`config.mk`:
```
export PLATFORM = sky130hd
export DESIGN_NAME = prc_top
export DESIGN_NICKNAME = d
export VERILOG_FILES = /design/src/pkg/prc_pkg.sv /design/src/verilog/prc_byte_reg.sv /design/src/verilog/prc_clock_gate.sv /design/src/verilog/prc_top.sv
export SDC_FILE = /design/constraint.sdc
export NUM_CORES = 1
export LEC_CHECK = 0
export BUFFER_PORTS_ARGS = -buffer_cell sky130_fd_sc_hd__buf_2
export CORE_ASPECT_RATIO = 0.8
export CORE_UTILIZATION = 40
export DETAILED_ROUTE_END_ITERATION = 7
export PLACE_DENSITY = 0.7
export SLEW_MARGIN = 20
export SYNTH_ARGS = -nofsm -noshare
export SYNTH_HDL_FRONTEND = slang
export SYNTH_HIERARCHICAL = 1
export SYNTH_SLANG_ARGS = --single-unit
```
`constraint.sdc`:
```
create_clock -name ref_clk -period 3 [get_ports ref_clk]
set_input_delay 0.6 -clock ref_clk [delete_from_list [all_inputs] [get_ports ref_clk]]
set_output_delay 0.6 -clock ref_clk [all_outputs]
set_load 0.05 [all_outputs]
```
`src/pkg/prc_pkg.sv`:
```
package prc_pkg;

    ////////////////////////////////////////////////////////////////////////
    // bus geometry
    localparam int ADDR_W = 8;
    localparam int DATA_W = 32;
    localparam int BYTE_N = 4;
    localparam int WORD_LSB = 2;

    ////////////////////////////////////////////////////////////////////////
    // register map
    localparam logic [7:0] RST_REG_OFFSET = 8'h10;
    localparam logic [7:0] CLK_REG_OFFSET = 8'h14;
    localparam logic [31:0] RST_REG_RESET = 32'h0000_0000;
    localparam logic [31:0] CLK_REG_RESET = 32'h0000_0014;
    // only documented bits store; reserved bits read as zero
    localparam logic [31:0] RST_REG_MASK = 32'h1062_4912;
    localparam logic [31:0] CLK_REG_MASK = 32'h004e_0055;

    ////////////////////////////////////////////////////////////////////////
    // reset register fields
    localparam int BIT_POWER_UNIT = 28;
    localparam int BIT_SECOND_I2C = 22;
    localparam int BIT_FIRST_I2C = 21;
    localparam int BIT_SECOND_SERIAL = 17;
    localparam int BIT_SECOND_SPI = 14;
    localparam int BIT_WATCHDOG = 11;
    localparam int BIT_TIMER_13 = 8;
    localparam int BIT_TIMER_5 = 4;
    localparam int BIT_TIMER_2 = 1;

    ////////////////////////////////////////////////////////////////////////
    // clock enable register fields
    localparam int BIT_PORT_F = 22;
    localparam int BIT_PORT_C = 19;
    localparam int BIT_PORT_B = 18;
    localparam int BIT_PORT_A = 17;
    localparam int BIT_CHECKSUM = 6;
    localparam int BIT_FLASH_KEEP = 4;
    localparam int BIT_RAM_KEEP = 2;
    localparam int BIT_DMA = 0;

    ////////////////////////////////////////////////////////////////////////
    // gated clock outputs
    localparam int GATE_N = 8;
    localparam int GATE_PORT_A = 0;
    localparam int GATE_PORT_B = 1;
    localparam int GATE_PORT_C = 2;
    localparam int GATE_PORT_F = 3;
    localparam int GATE_CHECKSUM = 4;
    localparam int GATE_DMA = 5;
    localparam int GATE_FLASH = 6;
    localparam int GATE_RAM = 7;
    localparam logic [7:0] GATE_RESET = 8'hc0;

    localparam logic [1:0] RESP_OKAY = 2'h0;
    localparam logic [1:0] RESP_SLVERR = 2'h2;

    typedef struct packed {
        logic powerUnit;
        logic secondI2c;
        logic firstI2c;
        logic secondSerialPort;
        logic secondSpi;
        logic windowWatchdog;
        logic timer13;
        logic timer5;
        logic timer2;
    } prc_reset_req_t;

    typedef enum logic [0:0] {
        WR_IDLE = 1'h0,
        WR_RESP = 1'h1
    } prc_wr_state_t;

endpackage : prc_pkg

```
`src/verilog/prc_byte_reg.sv`:
```
`timescale 1ns/1ps
module prc_byte_reg
    import prc_pkg::*;
#(
    parameter logic [31:0] RESET_VAL = 32'h0000_0000,
    parameter logic [31:0] WR_MASK = 32'hffff_ffff
)
(
    input wire logic ref_clk,
    input wire logic resetn,
    input wire logic writeEn,
    input wire logic [DATA_W-1:0] writeData,
    input wire logic [BYTE_N-1:0] writeStrb,
    output logic [DATA_W-1:0] value
);

    // one lane per byte so narrow accesses leave the others alone
    // each lane owns its flops, so no variable has two writers
    for (genvar b = 0; b < BYTE_N; b++)
    begin : g_lane
        logic [7:0] laneValue_reg;
        wire [7:0] laneMask = WR_MASK[8*b +: 8];
        wire [7:0] laneNext = writeData[8*b +: 8] & laneMask;
        always_ff @(posedge ref_clk or negedge resetn)
        begin
            if (!resetn)
                laneValue_reg <= RESET_VAL[8*b +: 8];
            else if (writeEn && writeStrb[b])
                laneValue_reg <= laneNext;
        end
        assign value[8*b +: 8] = laneValue_reg;
    end

endmodule : prc_byte_reg

```
`src/verilog/prc_clock_gate.sv`:
```
`timescale 1ns/1ps
module prc_clock_gate
#(
    parameter logic RESET_EN = 1'h0
)
(
    input wire logic ref_clk,
    input wire logic resetn,
    input wire logic enable,
    output logic gatedClk
);

    logic enLow_reg;

    // enable moves only while the clock is low, so no runt pulse
    always_ff @(negedge ref_clk or negedge resetn)
    begin
        if (!resetn)
            enLow_reg <= RESET_EN;
        else
            enLow_reg <= enable;
    end

    assign gatedClk = ref_clk & enLow_reg;

endmodule : prc_clock_gate

```
`src/verilog/prc_top.sv`:
```
// How it works
// - bit 28 of reset register holds the power unit in reset while set
// - bit 11 holds the window watchdog in reset while set
// - bit 8 holds timer 13 in reset while set
// - bit 4 holds timer 5 in reset while set
// - bit 1 holds timer 2 in reset while set
// - all bits change only by software writes, never by hardware
// - reset register comes out of system reset as all zeros
// - clock enable register resets to 0x14, only sleep keeps set
// - byte, halfword and word writes update only addressed bytes
// - bit 22 runs the port f clock while set
// - bits 19, 18, 17 run port c, b, a clocks while set
// - bit 6 runs the checksum unit clock while set
// - bit 4 keeps the flash controller clock running in sleep
// - bit 2 keeps the ram interface clock running in sleep
// - bit 0 runs the dma clock while set
`timescale 1ns/1ps
module prc_top
    import prc_pkg::*;
(
    input wire logic ref_clk,
    input wire logic resetn,
    input wire logic sleepMode,
    input wire logic [ADDR_W-1:0] s_axi_awaddr,
    input wire logic s_axi_awvalid,
    output logic s_axi_awready,
    input wire logic [DATA_W-1:0] s_axi_wdata,
    input wire logic [BYTE_N-1:0] s_axi_wstrb,
    input wire logic s_axi_wvalid,
    output logic s_axi_wready,
    output logic [1:0] s_axi_bresp,
    output logic s_axi_bvalid,
    input wire logic s_axi_bready,
    input wire logic [ADDR_W-1:0] s_axi_araddr,
    input wire logic s_axi_arvalid,
    output logic s_axi_arready,
    output logic [DATA_W-1:0] s_axi_rdata,
    output logic [1:0] s_axi_rresp,
    output logic s_axi_rvalid,
    input wire logic s_axi_rready,
    output prc_reset_req_t resetReq,
    output logic [GATE_N-1:0] gatedClks
);

    ////////////////////////////////////////////////////////////////////////
    // write channel capture

    prc_wr_state_t wrState_reg;
    prc_wr_state_t wrState_next;
    logic awHeld_reg;
    logic wHeld_reg;
    logic [ADDR_W-1:0] wAddr_reg;
    logic [DATA_W-1:0] wData_reg;
    logic [BYTE_N-1:0] wStrb_reg;
    logic [1:0] bResp_reg;

    wire awTake = s_axi_awvalid && s_axi_awready;
    wire wTake = s_axi_wvalid && s_axi_wready;
    wire wrCommit = awHeld_reg && wHeld_reg && (wrState_reg == WR_IDLE);
    wire bDone = s_axi_bvalid && s_axi_bready;

    assign s_axi_awready = !awHeld_reg && (wrState_reg == WR_IDLE);
    assign s_axi_wready = !wHeld_reg && (wrState_reg == WR_IDLE);
    assign s_axi_bvalid = (wrState_reg == WR_RESP);
    assign s_axi_bresp = bResp_reg;

    // address and data may arrive in either order
    always_ff @(posedge ref_clk or negedge resetn)
    begin
        if (!resetn)
        begin
            awHeld_reg <= 1'h0;
            wAddr_reg <= '0;
        end
        else if (awTake)
        begin
            awHeld_reg <= 1'h1;
            wAddr_reg <= s_axi_awaddr;
        end
        else if (wrCommit)
            awHeld_reg <= 1'h0;
    end

    always_ff @(posedge ref_clk or negedge resetn)
    begin
        if (!resetn)
        begin
            wHeld_reg <= 1'h0;
            wData_reg <= '0;
            wStrb_reg <= '0;
        end
        else if (wTake)
        begin
            wHeld_reg <= 1'h1;
            wData_reg <= s_axi_wdata;
            wStrb_reg <= s_axi_wstrb;
        end
        else if (wrCommit)
            wHeld_reg <= 1'h0;
    end

    always_comb
    begin
        wrState_next = wrState_reg;
        case (wrState_reg)
            WR_IDLE:
            begin
                if (wrCommit)
                    wrState_next = WR_RESP;
            end
            WR_RESP:
            begin
                if (bDone)
                    wrState_next = WR_IDLE;
            end
            default:
                wrState_next = WR_IDLE;
        endcase
    end

    always_ff @(posedge ref_clk or negedge resetn)
    begin
        if (!resetn)
            wrState_reg <= WR_IDLE;
        else
            wrState_reg <= wrState_next;
    end

    ////////////////////////////////////////////////////////////////////////
    // decode

    wire [ADDR_W-1:WORD_LSB] wWord = wAddr_reg[ADDR_W-1:WORD_LSB];
    wire [ADDR_W-1:WORD_LSB] rWord = s_axi_araddr[ADDR_W-1:WORD_LSB];
    wire wrRstSel = (wWord == RST_REG_OFFSET[ADDR_W-1:WORD_LSB]);
    wire wrClkSel = (wWord == CLK_REG_OFFSET[ADDR_W-1:WORD_LSB]);
    wire rdRstSel = (rWord == RST_REG_OFFSET[ADDR_W-1:WORD_LSB]);
    wire rdClkSel = (rWord == CLK_REG_OFFSET[ADDR_W-1:WORD_LSB]);
    wire wrRstEn = wrCommit && wrRstSel;
    wire wrClkEn = wrCommit && wrClkSel;

    // unmapped writes still get a response, only flagged as slave error
    always_ff @(posedge ref_clk or negedge resetn)
    begin
        if (!resetn)
            bResp_reg <= RESP_OKAY;
        else if (wrCommit)
            bResp_reg <= (wrRstSel || wrClkSel) ? RESP_OKAY : RESP_SLVERR;
    end

    ////////////////////////////////////////////////////////////////////////
    // registers

    logic [DATA_W-1:0] rstReg;
    logic [DATA_W-1:0] clkReg;

    prc_byte_reg #(
        .RESET_VAL(RST_REG_RESET),
        .WR_MASK(RST_REG_MASK)
    ) u_rst_reg (
        .ref_clk(ref_clk),
        .resetn(resetn),
        .writeEn(wrRstEn),
        .writeData(wData_reg),
        .writeStrb(wStrb_reg),
        .value(rstReg)
    );

    prc_byte_reg #(
        .RESET_VAL(CLK_REG_RESET),
        .WR_MASK(CLK_REG_MASK)
    ) u_clk_reg (
        .ref_clk(ref_clk),
        .resetn(resetn),
        .writeEn(wrClkEn),
        .writeData(wData_reg),
        .writeStrb(wStrb_reg),
        .value(clkReg)
    );

    ////////////////////////////////////////////////////////////////////////
    // read channel

    logic rValid_reg;
    logic [DATA_W-1:0] rData_reg;
    logic [1:0] rResp_reg;

    wire arTake = s_axi_arvalid && s_axi_arready;
    wire rdHit = rdRstSel || rdClkSel;
    wire [DATA_W-1:0] rdMux = rdRstSel ? rstReg :
                              rdClkSel ? clkReg : '0;

    assign s_axi_arready = !rValid_reg;
    assign s_axi_rvalid = rValid_reg;
    assign s_axi_rdata = rData_reg;
    assign s_axi_rresp = rResp_reg;

    always_ff @(posedge ref_clk or negedge resetn)
    begin
        if (!resetn)
        begin
            rValid_reg <= 1'h0;
            rData_reg <= '0;
            rResp_reg <= RESP_OKAY;
        end
        else if (arTake)
        begin
            rValid_reg <= 1'h1;
            rData_reg <= rdMux;
            rResp_reg <= rdHit ? RESP_OKAY : RESP_SLVERR;
        end
        else if (s_axi_rready)
            rValid_reg <= 1'h0;
    end

    ////////////////////////////////////////////////////////////////////////
    // reset requests, straight from the register flops

    assign resetReq.powerUnit = rstReg[BIT_POWER_UNIT];
    assign resetReq.secondI2c = rstReg[BIT_SECOND_I2C];
    assign resetReq.firstI2c = rstReg[BIT_FIRST_I2C];
    assign resetReq.secondSerialPort = rstReg[BIT_SECOND_SERIAL];
    assign resetReq.secondSpi = rstReg[BIT_SECOND_SPI];
    assign resetReq.windowWatchdog = rstReg[BIT_WATCHDOG];
    assign resetReq.timer13 = rstReg[BIT_TIMER_13];
    assign resetReq.timer5 = rstReg[BIT_TIMER_5];
    assign resetReq.timer2 = rstReg[BIT_TIMER_2];

    ////////////////////////////////////////////////////////////////////////
    // clock gates

    logic [GATE_N-1:0] gateEnable;

    assign gateEnable[GATE_PORT_A] = clkReg[BIT_PORT_A];
    assign gateEnable[GATE_PORT_B] = clkReg[BIT_PORT_B];
    assign gateEnable[GATE_PORT_C] = clkReg[BIT_PORT_C];
    assign gateEnable[GATE_PORT_F] = clkReg[BIT_PORT_F];
    assign gateEnable[GATE_CHECKSUM] = clkReg[BIT_CHECKSUM];
    assign gateEnable[GATE_DMA] = clkReg[BIT_DMA];
    // sleep only removes clocks whose keep bit is clear
    assign gateEnable[GATE_FLASH] = !sleepMode || clkReg[BIT_FLASH_KEEP];
    assign gateEnable[GATE_RAM] = !sleepMode || clkReg[BIT_RAM_KEEP];

    for (genvar g = 0; g < GATE_N; g++)
    begin : g_gate
        prc_clock_gate #(
            .RESET_EN(GATE_RESET[g])
        ) u_gate (
            .ref_clk(ref_clk),
            .resetn(resetn),
            .enable(gateEnable[g]),
            .gatedClk(gatedClks[g])
        );
    end

    ////////////////////////////////////////////////////////////////////////
    // checks

    logic afterReset_reg;

    always_ff @(posedge ref_clk or negedge resetn)
    begin
        if (!resetn)
            afterReset_reg <= 1'h0;
        else
            afterReset_reg <= 1'h1;
    end

    chk_reset_values: assert property (
        @(posedge ref_clk) disable iff (!resetn)
        !afterReset_reg |-> (rstReg == RST_REG_RESET) &&
                            (clkReg == CLK_REG_RESET) &&
                            (resetReq == '0))
        else $error("registers not at reset value after reset");

    chk_clk_default: assert property (
        @(posedge ref_clk) disable iff (!resetn)
        !afterReset_reg |-> clkReg[BIT_FLASH_KEEP] && clkReg[BIT_RAM_KEEP] &&
                            !clkReg[BIT_DMA] && !clkReg[BIT_PORT_A])
        else $error("clock enable reset pattern wrong");

    chk_no_self_change: assert property (
        @(posedge ref_clk) disable iff (!resetn)
        !wrCommit |=> $stable(rstReg) && $stable(clkReg))
        else $error("register changed without a write");

    chk_power_unit_write: assert property (
        @(posedge ref_clk) disable iff (!resetn)
        wrRstEn && wStrb_reg[3] |=>
            resetReq.powerUnit == $past(wData_reg[BIT_POWER_UNIT]))
        else $error("power unit reset does not follow write");

    chk_periph_write: assert property (
        @(posedge ref_clk) disable iff (!resetn)
        wrRstEn && (wStrb_reg == 4'hf) |=>
            {resetReq.secondI2c, resetReq.firstI2c,
             resetReq.secondSerialPort, resetReq.secondSpi} ==
            {$past(wData_reg[BIT_SECOND_I2C]), $past(wData_reg[BIT_FIRST_I2C]),
             $past(wData_reg[BIT_SECOND_SERIAL]),
             $past(wData_reg[BIT_SECOND_SPI])})
        else $error("peripheral resets do not follow write");

    chk_watchdog_write: assert property (
        @(posedge ref_clk) disable iff (!resetn)
        wrRstEn && wStrb_reg[1] |=>
            resetReq.windowWatchdog == $past(wData_reg[BIT_WATCHDOG]) &&
            resetReq.timer13 == $past(wData_reg[BIT_TIMER_13]))
        else $error("watchdog or timer 13 reset wrong");

    chk_timer_low_write: assert property (
        @(posedge ref_clk) disable iff (!resetn)
        wrRstEn && wStrb_reg[0] |=>
            resetReq.timer5 == $past(wData_reg[BIT_TIMER_5]) &&
            resetReq.timer2 == $past(wData_reg[BIT_TIMER_2]))
        else $error("timer 5 or timer 2 reset wrong");

    chk_lane_untouched: assert property (
        @(posedge ref_clk) disable iff (!resetn)
        wrClkEn && !wStrb_reg[2] |=> $stable(clkReg[23:16]))
        else $error("unaddressed byte lane changed");

    chk_gate_enables: assert property (
        @(posedge ref_clk) disable iff (!resetn)
        wrClkEn && wStrb_reg[2] && wStrb_reg[0] |=>
            gateEnable[GATE_PORT_F] == $past(wData_reg[BIT_PORT_F]) &&
            gateEnable[GATE_PORT_A] == $past(wData_reg[BIT_PORT_A]) &&
            gateEnable[GATE_CHECKSUM] == $past(wData_reg[BIT_CHECKSUM]) &&
            gateEnable[GATE_DMA] == $past(wData_reg[BIT_DMA]))
        else $error("gate enable does not follow write");

    chk_sleep_keep: assert property (
        @(posedge ref_clk) disable iff (!resetn)
        sleepMode |-> gateEnable[GATE_FLASH] == clkReg[BIT_FLASH_KEEP] &&
                      gateEnable[GATE_RAM] == clkReg[BIT_RAM_KEEP])
        else $error("sleep keep gating wrong");

    chk_write_answer: assert property (
        @(posedge ref_clk) disable iff (!resetn)
        wrCommit |=> s_axi_bvalid && !s_axi_awready && !s_axi_wready)
        else $error("write response not raised after commit");

    cov_reset_write: cover property (
        @(posedge ref_clk) disable iff (!resetn)
        wrRstEn ##1 resetReq.powerUnit);

    cov_clock_read: cover property (
        @(posedge ref_clk) disable iff (!resetn)
        arTake && rdClkSel ##1 s_axi_rvalid);

    cov_unmapped_write: cover property (
        @(posedge ref_clk) disable iff (!resetn)
        wrCommit && !wrRstSel && !wrClkSel);

    cov_sleep_flash_off: cover property (
        @(posedge ref_clk) disable iff (!resetn)
        sleepMode && !gateEnable[GATE_FLASH]);

endmodule : prc_top
```
== Word level (Yosys, flattened, before mapping) ==
Index checks and enable logic that the tools add are counted.

* Flip-flop bits (word level): 106
* Word-level logic and storage cells: 76
* Input port bits: 60
* Output and inout port bits: 58

* Reductions and logical operators: 27
* Mux-type cells: 12
* Eq/ne operators: 4
* Bitwise logic cells: 9

{| class="wikitable"
|+ Operator list
! cell !! number
|-
| 2-to-1 mux 29 bit || 1
|-
| == test 6 x 3 -> 1 bit (second input constant) || 4
|-
| 2-to-1 mux 23 bit || 1
|-
| logical AND 1 bit || 16
|-
| AND 1 bit || 8
|-
| 2-to-1 mux 1 bit || 7
|-
| nonzero test 2 bit || 3
|-
| zero test 1 bit || 4
|-
| logical OR 1 bit || 4
|-
| 2-to-1 mux 2 bit || 2
|-
| case mux 1 bit (2 select lines) || 1
|-
| inverter 1 bit || 1
|}

== Depth between registers and ports, before layout ==
* Depth in word-level cells: 4
* Gate-level depth with buffers: 5
* Mapped depth without buffers: 5

== Cells and area by module ==
Netlist, hierarchy kept.

{| class="wikitable"
|+ By module, submodules not included
! module !! times used !! area each (µm²) !! seq. area each (µm²) !! cells an instance
|-
| prc_top || 1 || 3758.6 || 2001.9 || 265
|-
| prc_byte_reg (u_rst_reg) || 1 || 518.0 || 225.2 || 46
|-
| prc_byte_reg (u_clk_reg) || 1 || 484.2 || 202.7 || 43
|-
| prc_clock_gate (g_gate[0].u_gate ...) || 6 || 31.3 || 25.0 || 2
|-
| prc_clock_gate (g_gate[6].u_gate ...) || 2 || 36.3 || 26.3 || 3
|}

==> flow_metrics.tcl <==
set metrics [dict create \
    power_density_mw_per_mm2 851.4 \
    syn_area_mm2 0.004312 \
    crit_chain "and2_4 > buf_8" \
    path_buf_inv 1 \
    ir_drop_mv 0.6750 \
    worst_ep_arrival_time_ns 2.80 \
    postCtsSetupBuffers 0 \
    syn_area_per_cell_um2 12.83 \
    overflow 0 \
    antenna_found_initial 0 \
    grt_pass1_vias 2746 \
    stdcell_area_mm2 0.005170 \
    placementRows 33 \
    die_y_um 94.86 \
    placed_area_mm2 0.004664 \
    rsz0062_at_grt "true" \
    initial_core_util 0.4160 \
    crit_fanout 1 \
    critPathTopFamily "flip-flops" \
    cp_slowest_cell "dfstp_2" \
    power_mw 4.402 \
    totalWireLength_mm 8.094 \
    wl_per_cell_um 14.08 \
    first_iter_violations 73 \
    dieArea_mm2 0.01120 \
    status "finished, violations left" \
    vias 2577 \
    synth_warnings 6 \
    finClkSkew_ns 0.07213 \
    hold_class "primary input to async pin" \
    clk-insertion-delay-late_ns 0.51 \
    area_delta_synth_final_pct 19.91 \
    grt_max_degree 56 \
    violations "negative setup slack" \
    slowest_delay_ns 0.50 \
    drv_cap 0 \
    avgViaCountPerCell 4.482 \
    setup_ws_ns -0.3970 \
    grt_pass1_wl_mm 13.38 \
    cts_hold_buf 0 \
    place.gp.congestion 0.7241 \
    critPathLaunchType "register" \
    criticalPathCategory "register to output pin" \
    final_layout_size_suffix_gt1_frac 0.4759 \
    portBuffers 93 \
    leakagePower_nw 2.652 \
    cts.clk_slew.worst_paths_ns 0.06 \
    nets 489 \
    core_mm2 0.01036 \
    cts_tree "done" \
    reg2reg_slack_ns 0.75 \
    ant_nets 0 \
    hold_slack_ns 0.04636 \
    postSynthCellCount 336 \
    dp_hpwl_mm 5.695 \
    tightest_slew_ns 0.7603 \
    die_w_um 118.1 \
    hold_viol 0 \
    boundaryPins 118 \
    crit_path_end_kind "output pin" \
    setup_viol 16 \
    relSlewSlack 0.4932 \
    crit_required_ns 2.40 \
    final_max_slew_viol_count 0 \
    dr.pass1.iters 4 \
    track_usage 0.1588 \
    drc_errors 0 \
    largest_register_ffs 32 \
    antenna_cells 0 \
]
[report_power, final]
group / total (mW) / internal (mW) / switching [mW]
Sequential: 1.69 / 1.48 / 0.208
Clock: 1.72 / 1.04 / 0.674
Combinational: 0.995 / 0.432 / 0.563
Total: 4.40 / 2.96 / 1.44
[final cells by class]
cell class / count / area [µm²]
well taps: 140 / 175.2
multi-input cells: 222 / 1785
clock buffers: 24 / 456.7
clock inverters: 7 / 78.83
flip-flops and latches: 87 / 2182
repair buffers: 92 / 480.5
inverters: 3 / 11.26
fillers: 936 / 5194
[worst paths after layout]
kind                                                        end                  startpoint  cells after the start
max                                                gatedClks[7]  g_gate[7].u_gate/enLow_reg                      2
min                        u_rst_reg/g_lane[2].laneValue_reg[6]                      resetn                      1
max reg2reg                u_rst_reg/g_lane[2].laneValue_reg[1]                wAddr_reg[5]                      4
min reg2reg                                     s_axi_rdata[23]             s_axi_rdata[23]                      2
max in group asynchronous            g_gate[7].u_gate/enLow_reg                      resetn                      1
min in group ref_clk                               s_axi_bvalid                s_axi_bready                      2
[timing repair]
action                     in CTS  in global routing
resized for setup              32                  0
pin swaps                       0                  0
setup endpoints to repair      16                 16
[cell usage in the layout (no fill, tap or decap), drive strengths merged, types with 2 or more instances in the layout]
cell and count:
buf 100, dfrtp 77, conb 49, mux2 42
nand2 40, mux2i 32, o31ai 32, clkbuf 16
and2 10, dfrtn 6, inv 6, dfstp 4
nand2b 3, nor4 2, nor2 2, o21ai 2
clkinvlp 2, nor2b 2, bufinv 2
[metrics by stage]
| step | util | TNS [ns] | worst slack, ns | cells |
|---|---|---|---|---|
| global route | 0.4989 | -2.496 | -0.4475 | 575 |
| CTS | 0.4989 | -2.284 | -0.4121 | 575 |
| global placement | 0.4501 | 0 | 0.05284 | 554 |
| finish | 0.4989 | -2.171 | -0.3970 | 575 |
| floorplan | - | 0 | 0.1264 | 382 |
| detailed placement | 0.4501 | 0 | 0.05011 | 554 |
[layer usage]
metal / part of all wire / track usage
met1: 0.43 / 0.1803
met5: 0 / 0
met4: 0.026 / 0.08440
met3: 0.074 / 0.07729
met2: 0.46 / 0.2490
(Power assumes the default switching activity.)
